<file path="config.mk">
export PLATFORM = sky130hd
export DESIGN_NAME = sdcd_step_dir_command_decoder
export DESIGN_NICKNAME = d
export VERILOG_FILES = /design/src/core/sdcd_step_dir_command_decoder.v
export VERILOG_INCLUDE_DIRS = /design/src /design/src/core
export SDC_FILE = /design/constraint.sdc
export NUM_CORES = 1
export LEC_CHECK = 0
export ABC_CLOCK_PERIOD_IN_PS = 4500
export BUFFER_PORTS_ARGS = -buffer_cell sky130_fd_sc_hd__buf_4
export CAP_MARGIN = 20
export CORE_MARGIN = 3
export CORE_UTILIZATION = 45
export DETAILED_ROUTE_END_ITERATION = 16
export MAX_ROUTING_LAYER = met4
export PLACE_DENSITY = 0.66
export SLEW_MARGIN = 20
export SYNTH_ARGS = -nofsm -noshare
export SYNTH_HDL_FRONTEND = slang
export SYNTH_HIERARCHICAL = 1
export SYNTH_SLANG_ARGS = --single-unit
</file>
<file path="constraint.sdc">
create_clock -name i_clk_sys -period 4.5 [get_ports i_clk_sys]
set_input_delay 0.225 -clock i_clk_sys [delete_from_list [all_inputs] [get_ports i_clk_sys]]
set_output_delay 0.225 -clock i_clk_sys [all_outputs]
set_load 0.02 [all_outputs]
</file>
<file path="src/core/sdcd_regs.vh">
`ifndef SDCD_REGS_VH
`define SDCD_REGS_VH

// switch level reading: a closed (ON) switch reads 0, OFF reads 1
`define SDCD_SW_ON          1'b0

// reset levels: pins read idle low, switches read OFF
`define SDCD_SYNC_RST_PIN   1'b0
`define SDCD_SYNC_RST_SW    1'b1
`define SDCD_PREV_RST       1'b1
`define SDCD_OUT_RST        1'b0
`define SDCD_CODE_RST       3'h7

// resolution decode: {family, c, b, a}, bit = 1 means OFF
`define SDCD_RES_W          9
`define SDCD_POS_W          32
`define SDCD_CUR_W          10

// microsteps per full step, family switch ON
`define SDCD_MS_2           9'h002
`define SDCD_MS_4           9'h004
`define SDCD_MS_8           9'h008
`define SDCD_MS_16          9'h010
`define SDCD_MS_32          9'h020
`define SDCD_MS_64          9'h040
`define SDCD_MS_128         9'h080
`define SDCD_MS_256         9'h100
// family switch OFF
`define SDCD_MS_5           9'h005
`define SDCD_MS_10          9'h00a
`define SDCD_MS_20          9'h014
`define SDCD_MS_25          9'h019
`define SDCD_MS_40          9'h028
`define SDCD_MS_50          9'h032
`define SDCD_MS_100         9'h064
`define SDCD_MS_200         9'h0c8

// peak phase current in units of 10 mA, codes 0..7
`define SDCD_CUR_0          10'h07e
`define SDCD_CUR_1          10'h0b4
`define SDCD_CUR_2          10'h0ec
`define SDCD_CUR_3          10'h124
`define SDCD_CUR_4          10'h15f
`define SDCD_CUR_5          10'h199
`define SDCD_CUR_6          10'h1d0
`define SDCD_CUR_7          10'h208

// one microstep per accepted step in the position counter
`define SDCD_POS_ONE        32'h0000_0001
`define SDCD_POS_ZERO       32'h0000_0000

`endif

</file>
<file path="src/core/sdcd_step_dir_command_decoder.v">
`include "sdcd_regs.vh"

module sdcd_step_dir_command_decoder (
    input  wire                     i_clk_sys,
    input  wire                     i_resetn,
    input  wire                     i_step_pulse_input,
    input  wire                     i_direction_input,
    input  wire                     i_drive_enable_input,
    input  wire                     i_enable_sourcing_type,
    input  wire                     i_pulse_mode_jumper,
    input  wire                     i_direction_invert_jumper,
    input  wire                     i_active_edge_jumper,
    input  wire                     i_current_select_bit0,
    input  wire                     i_current_select_bit1,
    input  wire                     i_current_select_bit2,
    input  wire                     i_resolution_select_a,
    input  wire                     i_resolution_select_b,
    input  wire                     i_resolution_select_c,
    input  wire                     i_resolution_family_select,
    output reg                      o_step_accept,
    output reg                      o_step_dir_ccw,
    output reg                      o_drive_enabled,
    output reg  [`SDCD_RES_W-1:0]   o_microsteps_per_step,
    output reg  [2:0]               o_current_code,
    output reg  [`SDCD_CUR_W-1:0]   o_peak_current_10ma,
    output reg  [`SDCD_POS_W-1:0]   o_position
);

    // pins and switches each pass two flip-flops before any logic reads them
    wire                    step_s;
    wire                    dir_s;
    wire                    ena_s;
    wire                    src_s;
    wire                    dbl_mode;   // 1 = double-pulse
    wire                    dir_inv;
    wire                    edge_hi;    // 1 = rising edge / high active
    wire                    cur0_s;
    wire                    cur1_s;
    wire                    cur2_s;
    wire                    res_a_s;
    wire                    res_b_s;
    wire                    res_c_s;
    wire                    res_fam_s;
    reg                     step_prev_r;
    reg                     ccw_prev_r;

    sdcd_sync2 #(.RST_VAL(`SDCD_SYNC_RST_PIN)) sdcd_sync2_step_i (
        .i_clk_sys (i_clk_sys),
        .i_resetn  (i_resetn),
        .i_d       (i_step_pulse_input),
        .o_q       (step_s)
    );

    sdcd_sync2 #(.RST_VAL(`SDCD_SYNC_RST_PIN)) sdcd_sync2_dir_i (
        .i_clk_sys (i_clk_sys),
        .i_resetn  (i_resetn),
        .i_d       (i_direction_input),
        .o_q       (dir_s)
    );

    sdcd_sync2 #(.RST_VAL(`SDCD_SYNC_RST_PIN)) sdcd_sync2_ena_i (
        .i_clk_sys (i_clk_sys),
        .i_resetn  (i_resetn),
        .i_d       (i_drive_enable_input),
        .o_q       (ena_s)
    );

    sdcd_sync2 #(.RST_VAL(`SDCD_SYNC_RST_PIN)) sdcd_sync2_src_i (
        .i_clk_sys (i_clk_sys),
        .i_resetn  (i_resetn),
        .i_d       (i_enable_sourcing_type),
        .o_q       (src_s)
    );

    sdcd_sync2 #(.RST_VAL(`SDCD_SYNC_RST_SW)) sdcd_sync2_dbl_i (
        .i_clk_sys (i_clk_sys),
        .i_resetn  (i_resetn),
        .i_d       (i_pulse_mode_jumper),
        .o_q       (dbl_mode)
    );

    sdcd_sync2 #(.RST_VAL(`SDCD_SYNC_RST_SW)) sdcd_sync2_inv_i (
        .i_clk_sys (i_clk_sys),
        .i_resetn  (i_resetn),
        .i_d       (i_direction_invert_jumper),
        .o_q       (dir_inv)
    );

    sdcd_sync2 #(.RST_VAL(`SDCD_SYNC_RST_SW)) sdcd_sync2_edge_i (
        .i_clk_sys (i_clk_sys),
        .i_resetn  (i_resetn),
        .i_d       (i_active_edge_jumper),
        .o_q       (edge_hi)
    );

    sdcd_sync2 #(.RST_VAL(`SDCD_SYNC_RST_SW)) sdcd_sync2_cur0_i (
        .i_clk_sys (i_clk_sys),
        .i_resetn  (i_resetn),
        .i_d       (i_current_select_bit0),
        .o_q       (cur0_s)
    );

    sdcd_sync2 #(.RST_VAL(`SDCD_SYNC_RST_SW)) sdcd_sync2_cur1_i (
        .i_clk_sys (i_clk_sys),
        .i_resetn  (i_resetn),
        .i_d       (i_current_select_bit1),
        .o_q       (cur1_s)
    );

    sdcd_sync2 #(.RST_VAL(`SDCD_SYNC_RST_SW)) sdcd_sync2_cur2_i (
        .i_clk_sys (i_clk_sys),
        .i_resetn  (i_resetn),
        .i_d       (i_current_select_bit2),
        .o_q       (cur2_s)
    );

    sdcd_sync2 #(.RST_VAL(`SDCD_SYNC_RST_SW)) sdcd_sync2_res_a_i (
        .i_clk_sys (i_clk_sys),
        .i_resetn  (i_resetn),
        .i_d       (i_resolution_select_a),
        .o_q       (res_a_s)
    );

    sdcd_sync2 #(.RST_VAL(`SDCD_SYNC_RST_SW)) sdcd_sync2_res_b_i (
        .i_clk_sys (i_clk_sys),
        .i_resetn  (i_resetn),
        .i_d       (i_resolution_select_b),
        .o_q       (res_b_s)
    );

    sdcd_sync2 #(.RST_VAL(`SDCD_SYNC_RST_SW)) sdcd_sync2_res_c_i (
        .i_clk_sys (i_clk_sys),
        .i_resetn  (i_resetn),
        .i_d       (i_resolution_select_c),
        .o_q       (res_c_s)
    );

    sdcd_sync2 #(.RST_VAL(`SDCD_SYNC_RST_SW)) sdcd_sync2_res_fam_i (
        .i_clk_sys (i_clk_sys),
        .i_resetn  (i_resetn),
        .i_d       (i_resolution_family_select),
        .o_q       (res_fam_s)
    );

    wire [2:0]              cur_sel = {cur2_s, cur1_s, cur0_s};
    wire [3:0]              res_sel = {res_fam_s, res_c_s, res_b_s, res_a_s};

    // requests normalised so that 1 means active
    wire step_act = edge_hi ? step_s : ~step_s;
    wire ccw_act  = edge_hi ? dir_s : ~dir_s;

    // undriven optocoupler input floats high, which is the enabled level when src_s is low (disabled when high)
    wire enabled  = src_s ? ~ena_s : ena_s;

    reg                     step_nxt;
    reg                     ccw_nxt;
    reg [`SDCD_RES_W-1:0]   ms_nxt;
    reg [`SDCD_CUR_W-1:0]   cur_nxt;

    always @* begin
        step_nxt = 1'b0;
        ccw_nxt  = o_step_dir_ccw;
        if (dbl_mode) begin
            if (step_act && !step_prev_r) begin
                step_nxt = 1'b1;
                ccw_nxt  = 1'b0;
            end else if (ccw_act && !ccw_prev_r) begin
                step_nxt = 1'b1;
                ccw_nxt  = 1'b1;
            end
        end else begin
            step_nxt = step_act && !step_prev_r;
            ccw_nxt  = dir_s ^ dir_inv;
        end
        if (dbl_mode && step_nxt) begin
            ccw_nxt = ccw_nxt ^ dir_inv;
        end
        case (res_sel)                                // {family,c,b,a}, 1 = OFF
            4'b0000: ms_nxt = `SDCD_MS_2;
            4'b0001: ms_nxt = `SDCD_MS_4;
            4'b0011: ms_nxt = `SDCD_MS_8;
            4'b0010: ms_nxt = `SDCD_MS_16;
            4'b0100: ms_nxt = `SDCD_MS_32;
            4'b0101: ms_nxt = `SDCD_MS_64;
            4'b0111: ms_nxt = `SDCD_MS_128;
            4'b0110: ms_nxt = `SDCD_MS_256;
            4'b1000: ms_nxt = `SDCD_MS_5;
            4'b1001: ms_nxt = `SDCD_MS_10;
            4'b1011: ms_nxt = `SDCD_MS_20;
            4'b1010: ms_nxt = `SDCD_MS_25;
            4'b1100: ms_nxt = `SDCD_MS_40;
            4'b1101: ms_nxt = `SDCD_MS_50;
            4'b1110: ms_nxt = `SDCD_MS_100;
            default: ms_nxt = `SDCD_MS_200;
        endcase
        case (cur_sel)
            3'h0:    cur_nxt = `SDCD_CUR_0;
            3'h1:    cur_nxt = `SDCD_CUR_1;
            3'h2:    cur_nxt = `SDCD_CUR_2;
            3'h3:    cur_nxt = `SDCD_CUR_3;
            3'h4:    cur_nxt = `SDCD_CUR_4;
            3'h5:    cur_nxt = `SDCD_CUR_5;
            3'h6:    cur_nxt = `SDCD_CUR_6;
            default: cur_nxt = `SDCD_CUR_7;
        endcase
    end

    // trackers start at active, but the synchronisers reset the requests to idle, so a level already active at release still counts as a step
    always @(posedge i_clk_sys) begin
        if (!i_resetn) begin
            step_prev_r <= `SDCD_PREV_RST;
            ccw_prev_r  <= `SDCD_PREV_RST;
        end else begin
            step_prev_r <= step_act;
            ccw_prev_r  <= ccw_act;
        end
    end

    always @(posedge i_clk_sys) begin
        if (!i_resetn) begin
            o_step_accept  <= `SDCD_OUT_RST;
            o_step_dir_ccw <= `SDCD_OUT_RST;
        end else begin
            o_step_accept  <= step_nxt & enabled;
            o_step_dir_ccw <= ccw_nxt;
        end
    end

    always @(posedge i_clk_sys) begin
        if (!i_resetn) begin
            o_drive_enabled <= `SDCD_OUT_RST;
        end else begin
            o_drive_enabled <= enabled;
        end
    end

    always @(posedge i_clk_sys) begin
        if (!i_resetn) begin
            o_microsteps_per_step <= `SDCD_MS_200;
            o_current_code        <= `SDCD_CODE_RST;
            o_peak_current_10ma   <= `SDCD_CUR_7;
        end else begin
            o_microsteps_per_step <= ms_nxt;
            o_current_code        <= cur_sel;
            o_peak_current_10ma   <= cur_nxt;
        end
    end

    // signed count: cw adds one microstep, ccw takes one away
    always @(posedge i_clk_sys) begin
        if (!i_resetn) begin
            o_position <= `SDCD_POS_ZERO;
        end else if (step_nxt && enabled) begin
            if (ccw_nxt) begin
                o_position <= o_position - `SDCD_POS_ONE;
            end else begin
                o_position <= o_position + `SDCD_POS_ONE;
            end
        end
    end

endmodule // sdcd_step_dir_command_decoder

module sdcd_sync2 #(
    parameter [0:0] RST_VAL = 1'b0
) (
    input  wire             i_clk_sys,
    input  wire             i_resetn,
    input  wire             i_d,
    output reg              o_q
);

    // first stage is read by the second stage only
    reg                     meta_r;

    always @(posedge i_clk_sys) begin
        if (!i_resetn) begin
            meta_r <= RST_VAL;
            o_q    <= RST_VAL;
        end else begin
            meta_r <= i_d;
            o_q    <= meta_r;
        end
    end

endmodule // sdcd_sync2

</file>
==> flow_metrics.tcl <==
set metrics [dict create \
    status "completed" \
    worst_slew_pin_slew_ns 0.662 \
    relSlewSlack_pct 55.5 \
    fin_setup_tns_ns 0 \
    critPathRequiredTime_ns 4.80 \
    drtIter0Drc 161 \
    min_to "sdcd_sync2_cur2_i/meta_r" \
    row_count 36 \
    use_met3_pct 4.90 \
    synth_cells 553 \
    max_stage_delay_ns 0.46 \
    final-setup-viol-count 0 \
    slew_viol_final 0 \
    critPathSlowestCell "a31oi_4" \
    grt.total_usage_pct 20.2 \
    grt_pass1_wl_um 18500 \
    arrival_ns 4.19 \
    grt_pass1_vias 3927 \
    dieArea_um2 11700 \
    die_y_um 108 \
    fin_nets 674 \
    cp_common_cell "mux2i_1" \
    grt_use_met1_pct 25.1 \
    r2r_setup_slack_ns 0.61 \
    seq_area_frac_synth_pct 36.9 \
    ys_ff_latch 87 \
    diodes 0 \
    place.gp.congestion 0.932 \
    grt_overflow_total 0 \
    ys_types 64 \
    grt_setup_unrepaired "no" \
    ios 73 \
    r2r_start "sdcd_sync2_edge_i/o_q" \
    clockBufferDepth 2 \
    cp-start-kind "flop" \
    start_util_pct 47.2 \
    path_max_fanout 19 \
    timing.final.crit_share_pct 86.4 \
    maxCapViolCount 0 \
    synthToLayoutAreaGrowth_pct 18.3 \
    cts-root-buf "clkbuf_8" \
    place_ws_ns 0.646 \
    n_fill_cell 967 \
    skew_ns 0.0109 \
    yosysWarnings 6 \
    post_drt_wl_per_cell_um 14.5 \
    hold_violations 0 \
    clock-sinks 87 \
    avgSynthCellArea_um2 8.53 \
    io_buffers 72 \
    via_count 4097 \
    regArea_um2 1740 \
    hold_buffers 0 \
    leakagePower_uw 0.00251 \
    clock_latency_ns 0.37 \
    cts_tree "done" \
    cts-resized-gates 0 \
    dp_cells 744 \
    die_x_um 108 \
    holdPathStages 2 \
    fmax_ghz 0.257 \
    layout-drive-gt1-share_pct 16.6 \
    reg2reg_depth 13 \
    postRouteAntennaNets 0 \
    via_per_inst 5.39 \
    p_per_area_nw_per_um2 302 \
    drt-total-wl_um 11000 \
    drc 0 \
    dp_hpwl_um 8100 \
    top_usage_layer "met2" \
    fin_ws_ns 0.611 \
    synth_flop_cell "dfxtp_1" \
    cp_cell_sequence "xor2_1 > nor2_1 > o41a_1 > a31oi_4 > buf_4 > ha_1 > a211oi_1 > o21bai_1 > a311oi_1 > a21oi_1 > o21ai_0 > mux2i_1 > mux2i_1" \
    synth_area_um2 4720 \
    cts_max_level 3 \
    max-vdd-ir-drop_v 0.000178 \
    grt_max_degree 66 \
    synth_edf_count 0 \
    layout_min_cycle_time_ns 3.89 \
    antenna_found_initial 0 \
    core_um2 10000 \
    min_from "i_current_select_bit2" \
    drtPass1Iterations 4 \
    crit_type "flop to flop" \
    synth_nets 605 \
    fin_util_pct 55.8 \
    postCtsSetupBuffers 0 \
    async_flop_share_pct 0 \
    instances_no_fill 760 \
    hp-class "input pin to flop" \
    cp-end-kind "flop" \
    cts_made_buffers 9 \
    multi_input_area_um2 2810 \
    grtUsageMet2_pct 32.4 \
    clkSlewWorstSetupHoldPaths_ns 0.10 \
    reg2reg_to "o_position[31]" \
]
## layout make-up
type	instances	area share, %
clock buffer	9	2.22
multi-input combinational	425	50.3
sequential	87	31.2
inverter	23	1.55
timing repair buffer	76	10.2
tap	133	2.98
clock inverter	7	1.50
## registers in the layout, indices dropped and copies added (netlist names), 3 cells and up
register	count
o_current_code	3
o_position	32
o_peak_current_10ma	10
o_microsteps_per_step	9
## cell usage after synthesis (2+ instances only)
cell type  count  area [um2]
nand2b_1      26         163
o211ai_1       5        37.5
nor2_1        41         154
or3_1          2        12.5
nand4_1        2        12.5
xor2_1        15         131
o21ai_1        4        20.0
inv_1         22        82.6
dfxtp_1       87        1740
ha_1          35         438
and4_1         4        35.0
o311ai_0       2        17.5
nand2_1       53         199
clkbuf_1      10        37.5
o31ai_1        2        15.0
a21oi_2        2        17.5
nor3_1         9        45.0
a22oi_1        2        15.0
and2_1        15        93.8
o21bai_1       5        37.5
a311oi_1       4        35.0
mux2i_1        9        90.1
buf_2          5        25.0
a211o_1        3        26.3
a31oi_1        4        25.0
o21a_1         2        15.0
a21o_1        16         120
xnor2_1       15         131
and3_1         4        25.0
nand3_1       24         120
nor3b_1        3        22.5
o21ai_0       40         200
a21oi_1       42         210
and2b_1        2        15.0
a211oi_1       7        52.6
o221ai_1       2        17.5
## cells by family (layout without fill, tap and decap cells)
family / count (synthesis) / in the layout / share of synthesized area (%)
adders and majority gates: 36 / 36 / 9.71
DFF: 87 / 87 / 36.9
xor gates and xnor gates: 30 / 30 / 5.57
buffers and inverters: 41 / 115 / 3.63
muxes: 9 / 9 / 1.91
AOI/OAI and AO/OA: 158 / 158 / 22.0
and+or+nand+nor: 192 / 192 / 20.2
## critical path, delay by kind of cell (launching register included)
family | cells | cell delay [ns]
AO/OA/AOI/OAI | 7 | 1.92
XOR/XNOR | 1 | 0.25
adder cells (fa/ha/maj) | 1 | 0.33
buffers and inverters | 1 | 0.34
flip-flops | 1 | 0.38
multiplexers | 2 | 0.44
AND/OR/NAND/NOR | 1 | 0.14
## layer usage
metal | up-vias | routed length, um
met2 | 81 | 5320
met5 | - | 0
li1 | 2102 | -
met1 | 1897 | 5030
met3 | 17 | 455
met4 | 0 | 218
## power breakdown
group	leakage (uW)	switching (uW)	total [uW]	internal, uW
Clock	0.000105	334	559	224
Combinational	0.00170	188	310	122
Sequential	0.000712	17.4	815	798
## cell usage in the layout, fill, tap and decap left out, types with 5 or more instances in the layout
master	n
a211oi_1	7
clkbuf_8	9
xor2_1	15
nand2b_1	26
xnor2_1	15
inv_1	22
nor2_1	41
nand3_1	24
dfxtp_1	87
o21bai_1	5
nand2_1	53
mux2i_1	9
o211ai_1	5
and2_1	15
o21ai_0	40
buf_4	76
ha_1	35
nor3_1	9
a21o_1	16
a21oi_1	42
## worst max-delay path by stage
stage,start,slack (ns),to,cells past startpoint
6_report,sdcd_sync2_edge_i/o_q,0.61,o_position[31],13
5_1_grt,sdcd_sync2_edge_i/o_q,0.16,o_position[31],13
2_1_floorplan,sdcd_sync2_edge_i/o_q,0.81,o_position[20],13
4_1_cts,sdcd_sync2_edge_i/o_q,0.62,o_position[31],13
3_3_place_gp,sdcd_sync2_edge_i/o_q,0.78,o_position[31],13
3_5_place_dp,sdcd_sync2_edge_i/o_q,0.65,o_position[31],13
## per-stage QoR
stage          power (uW)  area [um2]  hold WS, ns
3_5_place_dp         1140        5370        0.392
2_1_floorplan        1050        4720        0.298
3_3_place_gp         1140        5370        0.391
5_1_grt              1770        5580      0.00286
6_report             1680        5580       0.0262
4_1_cts              1710        5580      0.00860
Note: power is estimated with default switching activity, not from simulation.
